**src/iepr_pkg.sv**
```systemverilog
// Constants for the interrupt enable and priority register bank.
// Assumes an 8-bit special-function register bus with page select.
package iepr_pkg;
	// Register addresses
	localparam logic [7:0] ADDR_BASE_PRIO = 8'hB8;
	localparam logic [7:0] ADDR_EXT_EN_ONE = 8'hE6;
	localparam logic [7:0] ADDR_EXT_EN_TWO = 8'hE7;
	localparam logic [7:0] ADDR_EXT_PRIO_ONE = 8'hF6;
	// Pages that reach the first extended priority register
	localparam logic [7:0] PAGE_LOW = 8'h00;
	localparam logic [7:0] PAGE_CFG = 8'h0F;
	// Reset values
	localparam logic [7:0] RST_BASE_PRIO = 8'h80;
	localparam logic [7:0] RST_EXT_EN_ONE = 8'h00;
	localparam logic [7:0] RST_EXT_EN_TWO = 8'h00;
	localparam logic [7:0] RST_EXT_PRIO_ONE = 8'h00;
	// Writable bits of the base priority and second extended enable registers
	localparam logic [7:0] WMASK_BASE_PRIO = 8'h7F;
	localparam logic [7:0] WMASK_EXT_EN_TWO = 8'h05;
	// Bit positions in the second extended enable register
	localparam int POS_REG_DROPOUT = 0;
	localparam int POS_PORT_MATCH = 2;
	// Source counts
	localparam int N_BASE = 7;
	localparam int N_EXT = 8;
	localparam int N_SRC = 17;
	// Service levels
	typedef enum logic [1:0] {
		IEPR_IDLE,
		IEPR_LOW,
		IEPR_HIGH
	} iepr_level_t;
endpackage : iepr_pkg

```
**src/iepr_regs.sv**
```systemverilog
// Interrupt mask and priority register bank with a two-level preemption
// tracker. Assumes the core drives a one-cycle write or bit-write strobe,
// reads combinationally, and pulses ack on vectoring and reti on return.
// Contract
// - Base priority top bit reads one always
// - Base priority bits six-zero set source priority
// - Base priority at B8, all pages, bitwise
// - Enable one bit7 gates LIN request
// - Enable one bit6 gates timer three
// - Enable one bits5,4 gate comparators
// - Enable one bits2,1 gate converter flags
// - Enable one bits3,0 gate counter, two-wire
// - Enable one at E6, all pages
// - Priority one bits match enable one
// - Priority one at F6, pages 00/0F
// - Enable two unused bits read zero
// - Enable two bit2 gates port match
// - Enable two bit0 gates regulator dropout
// - Enable two at E7, all pages
// - Global enable blocks every source
`timescale 1ns/10ps
module iepr_regs (
	input wire logic ref_clk,
	input wire logic rst,
	// Core register access
	input wire logic [7:0] sfr_page,
	input wire logic [7:0] sfr_addr,
	input wire logic sfr_wr,
	input wire logic [7:0] sfr_wdata,
	input wire logic sfr_bit_wr,
	input wire logic [2:0] sfr_bit_sel,
	input wire logic sfr_bit_val,
	output logic [7:0] sfr_rdata,
	output logic sfr_hit,
	// Global enable from the base enable register
	input wire logic global_irq_enable,
	// Base sources already masked by their base enable bits
	input wire logic [6:0] base_req,
	// Extended source flags
	input wire logic lin_pending_flag,
	input wire logic timer_three_low_overflow,
	input wire logic timer_three_high_overflow,
	input wire logic comparator_b_rise_flag,
	input wire logic comparator_b_fall_flag,
	input wire logic comparator_a_rise_flag,
	input wire logic comparator_a_fall_flag,
	input wire logic counter_array_req,
	input wire logic conv_done_flag,
	input wire logic conv_window_flag,
	input wire logic two_wire_req,
	input wire logic port_match_req,
	input wire logic regulator_dropout_req,
	// Priority of the two sources beyond this bank
	input wire logic port_match_prio,
	input wire logic regulator_dropout_prio,
	// Core handshake
	input wire logic irq_ack,
	input wire logic irq_reti,
	output logic irq_req,
	output logic irq_req_high,
	output logic [16:0] irq_gated,
	output logic [1:0] irq_level
);

	// Stored registers
	logic [7:0] base_priority_select_reg;
	logic [7:0] base_priority_select_next;
	logic [7:0] ext_enable_one_reg;
	logic [7:0] ext_enable_one_next;
	logic [7:0] ext_enable_two_reg;
	logic [7:0] ext_enable_two_next;
	logic [7:0] ext_priority_one_reg;
	logic [7:0] ext_priority_one_next;
	// Service state: stack of active levels
	logic low_active_reg;
	logic low_active_next;
	logic high_active_reg;
	logic high_active_next;
	// Combined request and priority vectors
	logic [16:0] raw_req;
	logic [16:0] prio_vec;
	logic [16:0] gated;
	logic any_high;
	logic any_low;

	// Merge a whole-byte or single-bit write into a register
	// Byte write wins over a bit write in the same cycle
	// Bit writes reach every register; the core only issues them
	// to bit-addressable locations
	function automatic logic [7:0] merge_write(
		input logic [7:0] cur,
		input logic [7:0] wmask,
		input logic wr,
		input logic bwr,
		input logic [2:0] bsel,
		input logic bval,
		input logic [7:0] wdata
	);
		logic [7:0] nv;
		nv = cur;
		if (wr) begin
			nv = wdata;
		end else if (bwr) begin
			nv[bsel] = bval;
		end
		merge_write = (nv & wmask) | (cur & ~wmask);
	endfunction : merge_write

	// Address decode, also used for read mux
	// decode of base priority, both enable and priority one registers
	function automatic logic [1:0] decode_sel(
		input logic [7:0] addr,
		input logic [7:0] page,
		output logic hit
	);
		hit = 1'b1;
		decode_sel = 2'd0;
		if (addr == iepr_pkg::ADDR_BASE_PRIO) begin
			decode_sel = 2'd0;
		end else if (addr == iepr_pkg::ADDR_EXT_EN_ONE) begin
			decode_sel = 2'd1;
		end else if (addr == iepr_pkg::ADDR_EXT_EN_TWO) begin
			decode_sel = 2'd2;
		end else if (addr == iepr_pkg::ADDR_EXT_PRIO_ONE &&
				(page == iepr_pkg::PAGE_LOW ||
				page == iepr_pkg::PAGE_CFG)) begin
			decode_sel = 2'd3;
		end else begin
			hit = 1'b0;
		end
	endfunction : decode_sel

	logic [1:0] sel;
	logic hit;
	logic any_wr;

	// Decode once per cycle
	always_comb begin
		sel = decode_sel(sfr_addr, sfr_page, hit);
		any_wr = hit & (sfr_wr | sfr_bit_wr);
	end

	// Register next values
	always_comb begin
		base_priority_select_next = base_priority_select_reg;
		ext_enable_one_next = ext_enable_one_reg;
		ext_enable_two_next = ext_enable_two_reg;
		ext_priority_one_next = ext_priority_one_reg;
		if (any_wr) begin
			unique case (sel)
				2'd0: begin
					base_priority_select_next = merge_write(
						base_priority_select_reg,
						iepr_pkg::WMASK_BASE_PRIO, sfr_wr, sfr_bit_wr,
						sfr_bit_sel, sfr_bit_val, sfr_wdata);
				end
				2'd1: begin
					ext_enable_one_next = merge_write(ext_enable_one_reg,
						8'hFF, sfr_wr, sfr_bit_wr, sfr_bit_sel,
						sfr_bit_val, sfr_wdata);
				end
				2'd2: begin
					ext_enable_two_next = merge_write(ext_enable_two_reg,
						iepr_pkg::WMASK_EXT_EN_TWO, sfr_wr, sfr_bit_wr,
						sfr_bit_sel, sfr_bit_val, sfr_wdata);
				end
				2'd3: begin
					ext_priority_one_next = merge_write(
						ext_priority_one_reg, 8'hFF, sfr_wr, sfr_bit_wr,
						sfr_bit_sel, sfr_bit_val, sfr_wdata);
				end
			endcase
		end
	end

	// Register storage
	always_ff @(posedge ref_clk or posedge rst) begin
		if (rst) begin
			base_priority_select_reg <= iepr_pkg::RST_BASE_PRIO;
			ext_enable_one_reg <= iepr_pkg::RST_EXT_EN_ONE;
			ext_enable_two_reg <= iepr_pkg::RST_EXT_EN_TWO;
			ext_priority_one_reg <= iepr_pkg::RST_EXT_PRIO_ONE;
		end else begin
			base_priority_select_reg <= base_priority_select_next;
			ext_enable_one_reg <= ext_enable_one_next;
			ext_enable_two_reg <= ext_enable_two_next;
			ext_priority_one_reg <= ext_priority_one_next;
		end
	end

	// Read mux; unmapped reads give zero
	always_comb begin
		sfr_hit = hit;
		sfr_rdata = 8'h00;
		if (hit) begin
			unique case (sel)
				2'd0: sfr_rdata = base_priority_select_reg | 8'h80;
				2'd1: sfr_rdata = ext_enable_one_reg;
				2'd2: sfr_rdata = ext_enable_two_reg &
					iepr_pkg::WMASK_EXT_EN_TWO;
				2'd3: sfr_rdata = ext_priority_one_reg;
			endcase
		end
	end

	// Source gating; bit order is the extended enable layout
	always_comb begin
		raw_req = 17'h00000;
		raw_req[6:0] = base_req;
		raw_req[7] = two_wire_req & ext_enable_one_reg[0];
		raw_req[8] = conv_window_flag & ext_enable_one_reg[1];
		raw_req[9] = conv_done_flag & ext_enable_one_reg[2];
		raw_req[10] = counter_array_req & ext_enable_one_reg[3];
		raw_req[11] = (comparator_a_rise_flag | comparator_a_fall_flag) &
			ext_enable_one_reg[4];
		raw_req[12] = (comparator_b_rise_flag | comparator_b_fall_flag) &
			ext_enable_one_reg[5];
		raw_req[13] = (timer_three_low_overflow |
			timer_three_high_overflow) & ext_enable_one_reg[6];
		raw_req[14] = lin_pending_flag & ext_enable_one_reg[7];
		raw_req[15] = regulator_dropout_req &
			ext_enable_two_reg[iepr_pkg::POS_REG_DROPOUT];
		raw_req[16] = port_match_req &
			ext_enable_two_reg[iepr_pkg::POS_PORT_MATCH];
		// Top two priority bits come from outside this bank
		// base priorities in bits six-zero, priority one above them
		prio_vec = {port_match_prio, regulator_dropout_prio,
			ext_priority_one_reg, base_priority_select_reg[6:0]};
		gated = raw_req & {17{global_irq_enable}};
		any_high = |(gated & prio_vec);
		any_low = |(gated & ~prio_vec);
	end

	// Service level next state
	always_comb begin
		low_active_next = low_active_reg;
		high_active_next = high_active_reg;
		// Return and vectoring in one cycle: return wins, so the
		// level stack never grows and shrinks at once
		if (irq_reti) begin
			// Return unwinds the innermost level
			if (high_active_reg) begin
				high_active_next = 1'b0;
			end else begin
				low_active_next = 1'b0;
			end
		end else if (irq_ack) begin
			// Vectoring takes the level of the winning request
			if (irq_req_high) begin
				high_active_next = 1'b1;
			end else if (irq_req) begin
				low_active_next = 1'b1;
			end
		end
	end

	// Service level storage
	always_ff @(posedge ref_clk or posedge rst) begin
		if (rst) begin
			low_active_reg <= 1'b0;
			high_active_reg <= 1'b0;
		end else begin
			low_active_reg <= low_active_next;
			high_active_reg <= high_active_next;
		end
	end

	// Request to the core; equal level never preempts
	// Combinational so a fresh request is seen in its own cycle
	always_comb begin
		irq_req_high = any_high & ~high_active_reg;
		irq_req = irq_req_high |
			(any_low & ~low_active_reg & ~high_active_reg);
		irq_gated = gated;
		if (high_active_reg) begin
			irq_level = iepr_pkg::IEPR_HIGH;
		end else if (low_active_reg) begin
			irq_level = iepr_pkg::IEPR_LOW;
		end else begin
			irq_level = iepr_pkg::IEPR_IDLE;
		end
	end

endmodule : iepr_regs

```
**config.mk**
```make
export PLATFORM = sky130hd
export DESIGN_NAME = iepr_regs
export DESIGN_NICKNAME = d
export VERILOG_FILES = /design/src/iepr_pkg.sv /design/src/iepr_regs.sv
export SDC_FILE = /design/constraint.sdc
export NUM_CORES = 1
export LEC_CHECK = 0
export ABC_CLOCK_PERIOD_IN_PS = 2100
export BUFFER_PORTS_ARGS = -buffer_cell sky130_fd_sc_hd__buf_2
export CAP_MARGIN = 25
export CORE_MARGIN = 2
export CORE_UTILIZATION = 45
export CTS_BUF_LIST = sky130_fd_sc_hd__clkbuf_2
export DETAILED_ROUTE_END_ITERATION = 12
export HOLD_SLACK_MARGIN = 0.12
export PLACE_DENSITY = 0.72
export SYNTH_ARGS = -nofsm -noshare
export SYNTH_HDL_FRONTEND = slang
export SYNTH_SLANG_ARGS = --single-unit
```
**constraint.sdc**
```tcl
create_clock -name ref_clk -period 2.1 [get_ports ref_clk]
set_input_delay 0.105 -clock ref_clk [delete_from_list [all_inputs] [get_ports ref_clk]]
set_output_delay 0.105 -clock ref_clk [all_outputs]
set_load 0.01 [all_outputs]
```
==> flow_metrics.env, run 1 <==
export IMPL_async_reset_ff_share_pct=100
export IMPL_fillers=379
export IMPL_cp_max_fo=4
export IMPL_worstMarginPinSlew_ns=0.697
export IMPL_area_delta_synth_final_pct=37.4
export IMPL_hold_violations=0
export IMPL_power_w=0.00100
export IMPL_row_count=24
export IMPL_relSlewSlack_pct=52.9
export IMPL_die_h_um=71.2
export IMPL_gp_congestion=0.901
export IMPL_worst_slack_ns=-0.0524
export IMPL_viasPerCell=5.76
export IMPL_clockRootBuffer="clkbuf_2"
export IMPL_crit_type="flop to output port"
export IMPL_dr_first_iter_drc_count=137
export IMPL_maxCapViolations=0
export IMPL_synth_top_flop_cell="dfrtp_1"
export IMPL_drt_wl_total_um=6420
export IMPL_violations="setup timing"
export IMPL_cts_tree="yes"
export IMPL_cp_startpoint="ext_enable_two_reg[2]"
export IMPL_h_tree_depth=1
export IMPL_yosys_warnings=0
export IMPL_yosysSeqAreaShare_pct=33.3
export IMPL_status="complete, but fails checks"
export IMPL_grt_max_degree=31
export IMPL_min_path_type="input port to flop"
export IMPL_portBuffers=86
export IMPL_avgSynthCellArea_um2=8.67
export IMPL_peakVddDrop_v=0.000272
export IMPL_placed_area_mm2=0.00255
export IMPL_die_area_mm2=0.00506
export IMPL_synth_area_mm2=0.00203
export IMPL_synth_nets=291
export IMPL_fmax_mhz=465
export IMPL_vias=2282
export IMPL_overflow=0
export IMPL_layout_drive_gt1_share_pct=41.9
export IMPL_firstDrtPassIters=5
export IMPL_power_density_mw_per_mm2=360
export IMPL_required_ns=2.00
export IMPL_antenna_found_initial=0
export IMPL_wire_per_inst_um=16.2
export IMPL_ys_ff_latch=27
export IMPL_initial_core_util_pct=46.6
export IMPL_worstSetupEndpoint="irq_req"
export IMPL_grt_pass1_wl_um=10000
export IMPL_r2r_cells=6
export IMPL_skew_ns=0.0106
export IMPL_n_antenna_cell=0
export IMPL_slew_violations=0
export IMPL_design_core_area_mm2=0.00435
export IMPL_hold_ws_ns=0.152
export IMPL_ant_nets=0
export IMPL_grt_pass1_vias=2073
export IMPL_p_leak_nw=1.51
export IMPL_end_kind="output port"
export IMPL_critical_path_arrival_ns=2.05
export IMPL_rsz0062_at_grt="yes"
export IMPL_cts_inserted_buffers=3
export IMPL_dp_hpwl_um=4890
export IMPL_drc_errors=0
export IMPL_reg2reg_slack_ns=-0.04
export IMPL_clk_pin_slew_worst_paths_ns=0.29
export IMPL_r2r_start="ext_enable_two_reg[2]"
export IMPL_final_cell_area_mm2=0.00279
export IMPL_grtUsageTotal_pct=24.8
export IMPL_fin_nets=402
export IMPL_yosysUniqueCellTypes=47
export IMPL_critical_path_startpoint_type="flop"
export IMPL_insertion_delay_ns=0.38
export IMPL_timing_rr_end="low_active_reg"
export IMPL_clock_path_buffers=2
export IMPL_period_share_pct=102
export IMPL_setup_tns_ns=-0.142
export IMPL_io_pins=87
export IMPL_die_w_um=71.2
export IMPL_syn_inst=234
export IMPL_hp_start="sfr_wdata[0]"
export IMPL_fin_crit_ns=2.15
export IMPL_setup_viol=3
export IMPL_synth_edff_count=0
export IMPL_cts_sinks=27
[worst max-delay path, stage by stage, from the launching register on]
cell and delay, ns:
dfrtp_1 0.49, and3_1 0.20, a22o_1 0.18, a221o_1 0.31, nor4_4 0.27, o21ai_1 0.08, buf_2 0.14
[Yosys cell counts, drive strengths merged, types with 5 or more instances]
| master | instances | area, µm² |
|---|---|---|
| nor2 | 31 | 116 |
| and2 | 5 | 31.3 |
| and3 | 5 | 31.3 |
| o22ai | 5 | 31.3 |
| nand4b | 5 | 43.8 |
| dfrtp | 27 | 676 |
| o31ai | 6 | 45.0 |
| nand2 | 21 | 78.8 |
| nand2b | 9 | 56.3 |
| nor3 | 7 | 35.0 |
| clkbuf | 8 | 30.0 |
| nor2b | 6 | 40.0 |
| mux2 | 27 | 304 |
| inv | 17 | 63.8 |
| a22oi | 5 | 37.5 |
| a31oi | 5 | 31.3 |
| o21ai | 7 | 38.8 |
[timing repair]
action,CTS,global route
hold buffers,8,2
endpoints found under the hold margin,40,5
buffers inserted,5,5
setup endpoints to repair,2,7
resized for setup,4,5
pin swaps,4,6
[metal layers]
metal  track usage (%)  wire (µm)
met5                 0          0
met4              7.13        148
met3              5.27        475
met2              40.8       3130
met1              32.9       2660
[final cells by class]
class / count / area (µm²) / area share (%)
Tap cell: 52 / 65.1 / 2.33
Timing Repair Buffer: 115 / 673 / 24.1
Multi-Input combinational cell: 181 / 1290 / 46.2
Clock inverter: 1 / 7.51 / 0.269
Sequential cell: 27 / 676 / 24.2
Clock buffer: 3 / 15.0 / 0.538
Inverter: 17 / 63.8 / 2.29
[power breakdown]
part           internal (W)  switching (W)  leakage [nW]  total [W]
sequential         0.000533      0.0000131         0.375   0.000546
clock             0.0000441       0.000173        0.0126   0.000217
combinational      0.000115       0.000127          1.12   0.000242
total              0.000692       0.000312          1.51    0.00100
[layout by cell type (no fill, tap or decap), drive strengths merged, types with 3 or more instances in the layout]
cell / instances
nor4: 3
o22ai: 5
nor3: 7
dlygate4sd3: 10
o21ai: 7
inv: 17
a22oi: 5
dfrtp: 27
and3: 5
nand2b: 9
mux2: 27
clkbuf: 3
nand4b: 5
and2: 5
o41ai: 3
buf: 105
a31oi: 5
o31ai: 6
nor2b: 6
a221o: 4
nand2: 21
a22o: 3
nor2: 31
[through the flow]
step	util [%]	setup slack, ns	std cells
after CTS	62.2	-0.0244	389
final	64.1	-0.0524	396
after global routing	64.1	-0.210	396
after global placement	58.7	-0.00293	372
after detailed placement	58.7	0.0212	372
after floorplan	-	0.159	234
[cells by family after synthesis]
group                  after synthesis  share of synthesized area [%]
buffers and inverters               26                           4.99
DFF                                 27                           33.3
and+or+nand+nor                    102                           26.1
AOI/OAI and AO/OA                   52                           20.7
muxes                               27                           15.0
[worst min path at each step]
stage | end | slack [ns] | depth (start not counted)
after floorplan | base_priority_select_reg[0] | 0.16 | 1
after global placement | ext_enable_two_reg[0] | 0.18 | 3
after detailed placement | ext_enable_one_reg[0] | 0.19 | 3
after CTS | ext_priority_one_reg[3] | 0.12 | 4
after global routing | ext_enable_two_reg[0] | 0.17 | 5
final | ext_enable_two_reg[0] | 0.15 | 5
(Power assumes the default switching activity.)
==> inputs of run 2 (changes only) <==
--- a/config.mk
+++ b/config.mk
@@ -6,14 +6,14 @@
 export NUM_CORES = 1
 export LEC_CHECK = 0
 export ABC_CLOCK_PERIOD_IN_PS = 2100
-export BUFFER_PORTS_ARGS = -buffer_cell sky130_fd_sc_hd__buf_2
 export CAP_MARGIN = 25
 export CORE_MARGIN = 2
 export CORE_UTILIZATION = 45
 export CTS_BUF_LIST = sky130_fd_sc_hd__clkbuf_2
 export DETAILED_ROUTE_END_ITERATION = 12
+export DONT_BUFFER_PORTS = 1
 export HOLD_SLACK_MARGIN = 0.12
-export PLACE_DENSITY = 0.72
+export PLACE_DENSITY = 0.56
 export SYNTH_ARGS = -nofsm -noshare
 export SYNTH_HDL_FRONTEND = slang
 export SYNTH_SLANG_ARGS = --single-unit
==> run 2 against run 1 <==
  * The run now ends clean
  * Combinational power decreased by 23%
  * Worst setup slack improved by 0.098 ns
  * Core utilization decreased by 5.8 points
  * Clock skew increased by 0.0088 ns
  * Critical path depth unchanged
==> flow_metrics.env, run 2 (synthesized netlist as in run 1, its figures left out) <==
export IMPL_io_pins=87
export IMPL_crit_type="flop to output port"
export IMPL_clock_path_buffers=2
export IMPL_post_place_ws_ns=0.0999
export IMPL_cts_tree="yes"
export IMPL_timing_rr_end="low_active_reg"
export IMPL_die_w_um=71.2
export IMPL_r2r_cells=5
export IMPL_layout_cells_most_common_list="30 x nor2_1, 27 x dfrtp_1, 24 x dlygate4sd3_1"
export IMPL_area_delta_synth_final_pct=25.0
export IMPL_final_common_cell="nor2_1"
export IMPL_power_density_mw_per_mm2=373
export IMPL_status="complete, no violations"
export IMPL_grt_max_degree=28
export IMPL_antenna_found_initial=0
export IMPL_setup_viol=0
export IMPL_utilization_pct=58.3
export IMPL_grtUsageTotal_pct=25.4
export IMPL_n_antenna_cell=0
export IMPL_worstSetupEndpoint="irq_req"
export IMPL_drt_wl_total_um=6440
export IMPL_cp_cell_sequence="o211a_1 > buf_4 > a22o_1 > or3_4 > o21ai_2 > o21ai_2"
export IMPL_row_count=24
export IMPL_h_tree_depth=1
export IMPL_required_ns=2.00
export IMPL_grt_pass1_wl_um=10100
export IMPL_placed_cells=289
export IMPL_cpPeakStageDelay_ns=0.48
export IMPL_worstMarginPinSlew_ns=0.824
export IMPL_vias=2038
export IMPL_peakVddDrop_v=0.000200
export IMPL_cts_sinks=27
export IMPL_fin_nets=334
export IMPL_grt_pass1_vias=1990
export IMPL_fmax_mhz=487
export IMPL_reg2reg_slack_ns=0.05
export IMPL_wire_per_inst_um=19.6
export IMPL_fillers=395
export IMPL_p_leak_nw=1.21
export IMPL_slowest_stage="dfrtp_1"
export IMPL_slew_violations=0
export IMPL_relSlewSlack_pct=44.3
export IMPL_skew_ns=0.0194
export IMPL_cp_startpoint="ext_enable_one_reg[6]"
export IMPL_portBuffers=0
export IMPL_critical_path_startpoint_type="flop"
export IMPL_period_share_pct=97.8
export IMPL_firstDrtPassIters=4
export IMPL_viasPerCell=6.21
export IMPL_hold_violations=0
export IMPL_initial_core_util_pct=46.6
export IMPL_gp_congestion=0.857
export IMPL_design_core_area_mm2=0.00435
export IMPL_r2r_start="ext_enable_one_reg[4]"
export IMPL_min_path_type="input port to flop"
export IMPL_clk_pin_slew_worst_paths_ns=0.29
export IMPL_cts_inserted_buffers=3
export IMPL_drc_errors=0
export IMPL_critical_path_arrival_ns=1.95
export IMPL_worst_slack_ns=0.0458
export IMPL_die_h_um=71.2
export IMPL_dr_first_iter_drc_count=195
export IMPL_ant_nets=0
export IMPL_dp_hpwl_um=4890
export IMPL_end_kind="output port"
export IMPL_layout_drive_gt1_share_pct=22.5
export IMPL_clockRootBuffer="clkbuf_2"
export IMPL_overflow=0
export IMPL_die_area_mm2=0.00506
export IMPL_fin_crit_ns=2.05
export IMPL_maxCapViolations=0
export IMPL_hold_ws_ns=0.145
export IMPL_rsz0062_at_grt="yes"
export IMPL_final_cells=328
export IMPL_insertion_delay_ns=0.38
export IMPL_setup_tns_ns=0
export IMPL_cp_max_fo=2
export IMPL_cp_common_cell="o21ai_2"
[run 2: changes by cell type in the layout (fill, tap and decap cells not counted), sizes merged]
cell          before  now
buf              105   22
dlymetal6s4s       0    1
dlygate4sd3       10   24
[run 2: worst min-delay path by stage]
stage / start / to / slack, ns / cells after the start
floorplan: rst / base_priority_select_reg[0] / 0.16 / 1
global placement: rst / base_priority_select_reg[3] / 0.08 / 2
detailed placement: rst / ext_enable_one_reg[3] / 0.09 / 2
CTS: sfr_wr / base_priority_select_reg[2] / 0.13 / 2
global route: sfr_bit_sel[2] / ext_enable_two_reg[2] / 0.12 / 2
finish: sfr_bit_sel[0] / ext_priority_one_reg[3] / 0.14 / 3
[run 2: metrics by stage]
stage,power [W],cell area [µm²]
after floorplan,0.000663,2030
after global placement,0.000674,2150
after detailed placement,0.000679,2150
after CTS,0.000934,2440
after global routing,0.000992,2540
final,0.000947,2540
[run 2: worst max-delay path: cells and delay by family, from the launching register on]
kind,cells,cell delay (ns)
buf+inv,1,0.15
flops,1,0.48
simple gates,1,0.37
compound gates,4,0.56
[run 2: timing repair]
| action | CTS | global route |
|---|---|---|
| endpoints found under the hold margin | 54 | 5 |
| setup endpoints to repair | 2 | 6 |
| pin swaps | 1 | 2 |
| hold buffers | 21 | 4 |
| gates resized for setup | 5 | 8 |
| setup buffers | 5 | 5 |
[run 2: layout make-up]
| cell class | instances | area (µm²) | area share (%) |
|---|---|---|---|
| Multi-Input combinational cell | 181 | 1290 | 50.9 |
| Sequential cell | 27 | 676 | 26.6 |
| Timing Repair Buffer | 47 | 418 | 16.5 |
| Tap cell | 52 | 65.1 | 2.56 |
| Inverter | 17 | 63.8 | 2.51 |
| Clock buffer | 3 | 15.0 | 0.592 |
| Clock inverter | 1 | 7.51 | 0.296 |
[run 2: report_power, final]
group	internal [W]	total (W)	switching (W)
registers	0.000533	0.000546	0.0000133
clock network	0.0000441	0.000215	0.000171
logic	0.0000886	0.000186	0.0000973
total	0.000665	0.000947	0.000281
[run 2: layer usage]
layer | share of wire, % | up-vias | global-route usage, %
li1 | - | 945 | -
met1 | 44 | 994 | 35.4
met3 | 6.3 | 8 | 3.70
met5 | 0 | - | 0
met4 | 1.4 | 0 | 6.50
met2 | 48 | 91 | 41.7
